### src/design/dlsc_pkg.sv
package dlsc_pkg;
  localparam int NBITS = 8;
  localparam int CH_BITS = 4;
  // Field positions inside a channel nibble
  localparam int F_SEL_LO = 0;
  localparam int F_SEL_HI = 1;
  localparam int F_RING = 2;
  localparam int F_TEST = 3;
  localparam int CH_A_BASE = 0;
  localparam int CH_B_BASE = 4;
  localparam logic [7:0] LATCH_RESET = 8'h00;
  localparam logic [7:0] SHIFT_RESET = 8'h00;
  localparam logic [1:0] SEL_ACTIVE = 2'h3;
  localparam logic [1:0] SEL_TEST = 2'h2;
  localparam logic [1:0] SEL_PD_DISC = 2'h1;
  localparam logic [1:0] SEL_PD = 2'h0;

  typedef enum logic [3:0] {
    ST_PD = 4'h1,
    ST_PD_DISC = 4'h2,
    ST_TEST = 4'h4,
    ST_ACTIVE = 4'h8
  } dlsc_state_t;

  typedef struct packed {
    logic offhookFlag;
    logic tripFlag;
    logic faultFlag;
    logic zeroCrossFlag;
  } dlsc_det_t;

  typedef struct packed {
    logic testRelayDriveN;
    logic ringRelayDriveN;
    logic disconnectRelayDriveN;
  } dlsc_relay_t;
endpackage

### src/design/dual_line_serial_control_port.sv
`timescale 1ns/1ns
// Behaviour
// - Enable high: each falling serial clock shifts in serial_in, latches kept.
// - Enable low: each falling serial clock loads both channels' detectors.
// - Enable falling edge loads control latches with shift register shifted once more, serial_in entering.
// - Third control bit set energizes ringing relay drive, output low.
// - Fourth control bit set energizes test relay drive, output low.
// - Status nibble: zero-cross, fault, trip, off-hook in positions zero to three.
// - Select bits: 11 active, 10 test, 01 powerdown disconnect on, 00 off.
// - Ringing relay follows its bit regardless of select bits.
// - Test relay follows its bit regardless of other bits.
// - Digital trip stage passes trip detector through one register, same with ringing bit set or clear.
// - Ringing bit set forces that channel's fault flag to zero.
// - Detectors run in powerdown; channels independent.
// - Enable high: serial output shows register MSB, advancing each falling edge.
// - Latches load from serial_in plus first seven shift stages.
// - Serial output can feed next device's input for cascading.
// - Reset leaves all relay drivers off; enable high at power-up.
module dual_line_serial_control_port (
  input wire logic mclk, // 250 MHz core clock
  input wire logic rst_b, // Async reset, active low
  input wire logic serialClk, // Serial clock pin, asynchronous
  input wire logic serialEn, // Enable pin, asynchronous
  input wire logic serial_in, // Serial data pin, asynchronous
  input wire logic [3:0] detA, // Channel A detectors {offhook,trip,fault,zero}
  input wire logic [3:0] detB, // Channel B detectors, same order
  output logic serialOut, // Serial data out
  output logic [7:0] channelControlLatches, // Latched control word
  output dlsc_pkg::dlsc_relay_t relayA, // Channel A relay drivers
  output dlsc_pkg::dlsc_relay_t relayB, // Channel B relay drivers
  output dlsc_pkg::dlsc_state_t stateA, // Channel A state
  output dlsc_pkg::dlsc_state_t stateB // Channel B state
);
  logic [2:0] clkSync_r, clkSync_nxt;
  logic [2:0] enSync_r, enSync_nxt;
  logic [1:0] dinSync_r, dinSync_nxt;
  logic [3:0] detAMeta_r, detASync_r, detBMeta_r, detBSync_r;
  logic [7:0] shift_r, shift_nxt;
  logic [7:0] latch_r, latch_nxt;
  logic out_r, out_nxt;
  logic clkFall, enFall;
  dlsc_pkg::dlsc_det_t statA, statB;

  always_comb begin
    clkSync_nxt = {clkSync_r[1:0], serialClk};
    enSync_nxt = {enSync_r[1:0], serialEn};
    dinSync_nxt = {dinSync_r[0], serial_in};
  end

  // Stage 0 is read only by stage 1; edges use stages 1 and 2
  assign clkFall = clkSync_r[2] & ~clkSync_r[1];
  assign enFall = enSync_r[2] & ~enSync_r[1];

  always_ff @(posedge mclk or negedge rst_b) begin
    if (!rst_b) begin
      clkSync_r <= 3'h0;
      enSync_r <= 3'h7;
      dinSync_r <= 2'h0;
      detAMeta_r <= 4'h0;
      detASync_r <= 4'h0;
      detBMeta_r <= 4'h0;
      detBSync_r <= 4'h0;
    end else begin
      clkSync_r <= clkSync_nxt;
      enSync_r <= enSync_nxt;
      dinSync_r <= dinSync_nxt;
      detAMeta_r <= detA;
      detASync_r <= detAMeta_r;
      detBMeta_r <= detB;
      detBSync_r <= detBMeta_r;
    end
  end

  always_comb begin
    shift_nxt = shift_r;
    latch_nxt = latch_r;
    // Enable edge wins regardless of the clock
    if (enFall) begin
      latch_nxt = {shift_r[6:0], dinSync_r[1]};
    end else if (clkFall && enSync_r[2]) begin
      shift_nxt = {shift_r[6:0], dinSync_r[1]};
    end else if (clkFall) begin
      shift_nxt = {statB, statA};
    end
    out_nxt = shift_nxt[7];
  end

  always_ff @(posedge mclk or negedge rst_b) begin
    if (!rst_b) begin
      shift_r <= dlsc_pkg::SHIFT_RESET;
      latch_r <= dlsc_pkg::LATCH_RESET;
      out_r <= 1'b0;
    end else begin
      shift_r <= shift_nxt;
      latch_r <= latch_nxt;
      out_r <= out_nxt;
    end
  end

  // Test state with ringing set is the controller's fault; not blocked here
  dlsc_channel chanA (
    .mclk(mclk),
    .rst_b(rst_b),
    .ctrl(latch_r[dlsc_pkg::CH_A_BASE +: dlsc_pkg::CH_BITS]),
    .zeroCrossIn(detASync_r[0]),
    .faultIn(detASync_r[1]),
    .tripIn(detASync_r[2]),
    .offhookIn(detASync_r[3]),
    .status(statA),
    .relay(relayA),
    .state(stateA)
  );

  dlsc_channel chanB (
    .mclk(mclk),
    .rst_b(rst_b),
    .ctrl(latch_r[dlsc_pkg::CH_B_BASE +: dlsc_pkg::CH_BITS]),
    .zeroCrossIn(detBSync_r[0]),
    .faultIn(detBSync_r[1]),
    .tripIn(detBSync_r[2]),
    .offhookIn(detBSync_r[3]),
    .status(statB),
    .relay(relayB),
    .state(stateB)
  );

  assign serialOut = out_r;
  assign channelControlLatches = latch_r;
endmodule

### src/design/dlsc_channel.sv
`timescale 1ns/1ns
module dlsc_channel (
  input wire logic mclk, // Core clock
  input wire logic rst_b, // Async reset, active low
  input wire logic [3:0] ctrl, // Latched control nibble
  input wire logic zeroCrossIn, // Synchronised zero-cross detector
  input wire logic faultIn, // Synchronised fault detector
  input wire logic tripIn, // Synchronised raw ring-trip detector
  input wire logic offhookIn, // Synchronised switchhook detector
  output dlsc_pkg::dlsc_det_t status, // Gated detector word
  output dlsc_pkg::dlsc_relay_t relay, // Relay drivers, low energizes
  output dlsc_pkg::dlsc_state_t state // Decoded operating state
);
  dlsc_pkg::dlsc_det_t status_r, status_nxt;
  dlsc_pkg::dlsc_relay_t relay_r, relay_nxt;
  dlsc_pkg::dlsc_state_t state_r, state_nxt;
  logic tripStage_r, tripStage_nxt;
  logic ringBit;

  assign ringBit = ctrl[dlsc_pkg::F_RING];

  always_comb begin
    unique case ({ctrl[dlsc_pkg::F_SEL_HI], ctrl[dlsc_pkg::F_SEL_LO]})
      dlsc_pkg::SEL_ACTIVE: state_nxt = dlsc_pkg::ST_ACTIVE;
      dlsc_pkg::SEL_TEST: state_nxt = dlsc_pkg::ST_TEST;
      dlsc_pkg::SEL_PD_DISC: state_nxt = dlsc_pkg::ST_PD_DISC;
      dlsc_pkg::SEL_PD: state_nxt = dlsc_pkg::ST_PD;
    endcase
    relay_nxt.disconnectRelayDriveN = (state_nxt != dlsc_pkg::ST_PD_DISC);
    relay_nxt.ringRelayDriveN = ~ringBit;
    relay_nxt.testRelayDriveN = ~ctrl[dlsc_pkg::F_TEST];
    // Digital trip stage follows tripIn with or without ringing; the hold term reduces to tripIn
    tripStage_nxt = ringBit ? (tripIn | tripStage_r) & tripIn : tripIn;
    // Detectors keep running in every state, powerdown included
    status_nxt.zeroCrossFlag = zeroCrossIn;
    status_nxt.faultFlag = faultIn & ~ringBit;
    status_nxt.tripFlag = tripStage_r;
    status_nxt.offhookFlag = offhookIn;
  end

  always_ff @(posedge mclk or negedge rst_b) begin
    if (!rst_b) begin
      state_r <= dlsc_pkg::ST_PD;
      relay_r <= '1;
      status_r <= '0;
      tripStage_r <= 1'b0;
    end else begin
      state_r <= state_nxt;
      relay_r <= relay_nxt;
      status_r <= status_nxt;
      tripStage_r <= tripStage_nxt;
    end
  end

  assign status = status_r;
  assign relay = relay_r;
  assign state = state_r;
endmodule

### config.mk
export PLATFORM = sky130hd
export DESIGN_NAME = dual_line_serial_control_port
export DESIGN_NICKNAME = d
export VERILOG_FILES = /design/src/design/dlsc_pkg.sv /design/src/design/dual_line_serial_control_port.sv /design/src/design/dlsc_channel.sv
export SDC_FILE = /design/constraint.sdc
export NUM_CORES = 1
export LEC_CHECK = 0
export BUFFER_PORTS_ARGS = -buffer_cell sky130_fd_sc_hd__buf_2
export CAP_MARGIN = 20
export CORE_MARGIN = 4
export CORE_UTILIZATION = 53
export DETAILED_ROUTE_END_ITERATION = 12
export PLACE_DENSITY_LB_ADDON = 0.05
export SETUP_SLACK_MARGIN = 0.2
export SYNTH_ARGS = -nofsm -noshare
export SYNTH_HDL_FRONTEND = slang
export SYNTH_SLANG_ARGS = --single-unit
### constraint.sdc
create_clock -name mclk -period 1.92 [get_ports mclk]
set_input_delay 0.096 -clock mclk [delete_from_list [all_inputs] [get_ports mclk]]
set_output_delay 0.096 -clock mclk [all_outputs]
set_load 0.03 [all_outputs]
==> results by group <==
Outcome
  – Status: complete, no violations

Yosys
  – Synth warn: 0
  – Synth area leader: dfrtp_1
  – Syn_area_per_cell: 17.65 um^2
  – Ys flop type: dfrtp_1
  – Syn_nets: 127
  – Top cells by area, synth: dfrtp_1 66%, dfstp_2 14%, mux2_2 11%, nor2b_1 1.2%, inv_1 1.1%
  – Cell count after synthesis: 114
  – Synthesized cell area: 2012 um^2
  – FF+latch count, synth: 64
  – Commonest cells in the netlist: 53 x dfrtp_1, 20 x mux2_2, 11 x dfstp_2
  – Post-synth EDFFs: 0
  – Fraction of registers with async set/reset: 100.0%
  – Post-synth top area share: 65.92%
  – Most frequent cell after synthesis: dfrtp_1
  – Sequential share of the synthesized area: 80.29%
  – Number of library cell types mapped by synthesis: 15

STA
  – Slack of the critical path: 364.6 ps
  – Crit share post-route: 81.01%
  – Max Clock Skew: 6.026 ps
  – Max-slew violation count: 0
  – Slew @ Worst Pin: 519.3 ps
  – Min Tclk post-route: 1555 ps
  – Unrepaired setup endpoints after global routing: false
  – Headroom to the max-slew limit: 65.38%
  – Hold Vio Cnt, Final: 0
  – Setup TNS: 0 ps
  – Worst hold margin: 293.5 ps
  – # setup viols final: 0
  – Fmax: 642.9 MHz

Setup path
  – Type of origin of the critical path: flop
  – Crit path max fanout: 13
  – Largest stage delay, worst path: 640 ps
  – Critical Path RT: 2120 ps
  – Crit path cell chain: nor2b_4 -> nor3b_4 -> mux2_2
  – Cells on worst reg2reg path: 3
  – CP arrival: 1750 ps
  – Setup Crit Path Kind: reg2reg
  – Max stage delay cell, worst path: dfstp_2
  – CP Capture Type: flop

Final layout
  – NumNets Final: 182
  – Ant. Diodes: 0
  – Share of cells above drive strength 1: 46.24%
  – Filler Cell Count: 265
  – Layout area overhead: 25.31%
  – Design area: 2521 um^2

Global routing
  – Vias in the first global route: 1123
  – First-pass GRT wire length: 5099 um
  – Initial antenna violation count: 0
  – Largest net degree at the start of global routing: 42
  – Gr ovfl total: 0
  – Tot GR Track Use: 13.61%

Power and ir drop
  – Pwr dens: 1355 nW/um^2
  – Worst vdd ir: 0.0006115 V
  – Leak: 1.188 nW

Clocking
  – CTS buffer count: 9
  – Post-CTS Hold Fix Bufs: 12
  – Clock buffer depth: 2
  – H-tree levels: 3
  – Post_cts resized: 0
  – Clock Latency Late Sink: 310 ps
  – Clk pin slew, worst setup/hold paths: 60 ps
  – CTS Sinks: 64
  – Clock root buffer: clkbuf_8
  – Post CTS Setup Buffer Count: 0
  – CTS tree: done

Detailed routing
  – Post-Route WL: 2805 um
  – Initial DRC count: 53
  – Routed Antenna Nets: 0
  – Wire length per cell: 12.69 um
  – Vias: 992
  – Avg Vias per Cell: 4.489
  – DRC: 0
  – Drt first pass iters: 4

Floorplanning
  – Core area: 3661 um^2
  – Starting Density: 54.96%
  – Die width: 69.61 um
  – Die Area: 4846 um^2
  – Cell Rows: 22
  – Die height: 69.61 um
  – IO Count: 36

Job
  – Maxcap violations: 0

Place
  – DP Wirelength: 1787 um
  – Pre-CTS setup slack: 338.1 ps
  – Area of placed instances: 2243 um^2
  – # port buffers: 35
  – GPL Wtd Cong: 0.7227

Hold path
  – Type of the most critical hold path: in2async
-- state kept, by name (all words and copies together), names as in the netlist, 4 cells and up --
register / count
chanA.state: 4
chanA.status: 4
chanB.state: 4
chanB.status: 4
channelControlLatches: 8
detAMeta_r: 4
detASync_r: 4
detBMeta_r: 4
detBSync_r: 4
shift_r: 7
-- placed cells by master (no fill, tap or decap) --
cell type       n
and2_1          2
buf_12          1
buf_2          35
clkbuf_1        4
clkbuf_8       10
clkinv_2        1
dfrtp_1        53
dfstp_2        11
dlygate4sd3_1  12
inv_1           6
mux2_2         20
nand2_1         4
nand2b_1        2
nor2_1          2
nor2b_1         4
nor2b_4         1
nor3b_4         1
o21ai_0         4
-- cells by family after synthesis --
| group | count (synthesis) | synth area share [%] |
|---|---|---|
| flip-flops | 64 | 80.29 |
| buffers and inverters | 10 | 2.301 |
| AND/OR/NAND/NOR | 16 | 5.223 |
| multiplexers | 20 | 11.19 |
| AO/OA/AOI/OAI | 4 | 0.9951 |
-- per-layer routing --
| metal | routed length (um) | vias to the layer above | global-route usage (%) |
|---|---|---|---|
| li1 | - | 473 | - |
| met1 | 1239 | 481 | 15.85 |
| met2 | 1336 | 33 | 21.72 |
| met3 | 191 | 5 | 5.072 |
| met4 | 38 | 0 | 7.660 |
| met5 | 0 | - | 0 |
-- worst max-delay path: cells and delay by family, from the launching register on --
family,cells,cell delay (ps)
and+or+nand+nor,2,520
DFF,1,640
muxes,1,290
-- where the power goes --
| group | switching [W] | total [W] | leakage, nW | internal (W) |
|---|---|---|---|---|
| clock | 0.000431 | 0.000928 | 0.0805 | 0.000497 |
| sequential | 0.000123 | 0.00175 | 0.749 | 0.00163 |
| combinational | 0.000474 | 0.000738 | 0.358 | 0.000263 |
-- per-stage QoR --
step	utilization (%)	cells	total power, W
floorplan	-	114	0.002264
global placement	61.28	194	0.002485
detailed placement	61.28	194	0.002507
CTS	68.87	221	0.003458
global route	68.87	221	0.003598
finish	68.87	221	0.003417
-- area by class of cell --
cell class / instances / area (um^2) / share of cell area, %
multi-input cells: 40 / 350.3 / 13.90
well taps: 48 / 60.06 / 2.382
repair buffers: 48 / 315.3 / 12.51
flip-flops and latches: 64 / 1615 / 64.07
clock inverters: 1 / 5.005 / 0.1985
inverters: 6 / 22.52 / 0.8933
clock buffers: 14 / 152.6 / 6.055
-- final timing paths --
kind                                from              end  slack, ps
setup / recovery             enSync_r[2]       shift_r[2]        360
hold reg to reg            detASync_r[0]  chanA.status[0]        350
max in group asynchronous          rst_b      enSync_r[2]        980
setup reg to reg             enSync_r[2]       shift_r[2]        360
hold / removal                     rst_b   chanA.state[2]        290
min in group mclk          detASync_r[0]  chanA.status[0]        350
No activity file was read; power rests on OpenSTA's default activity.
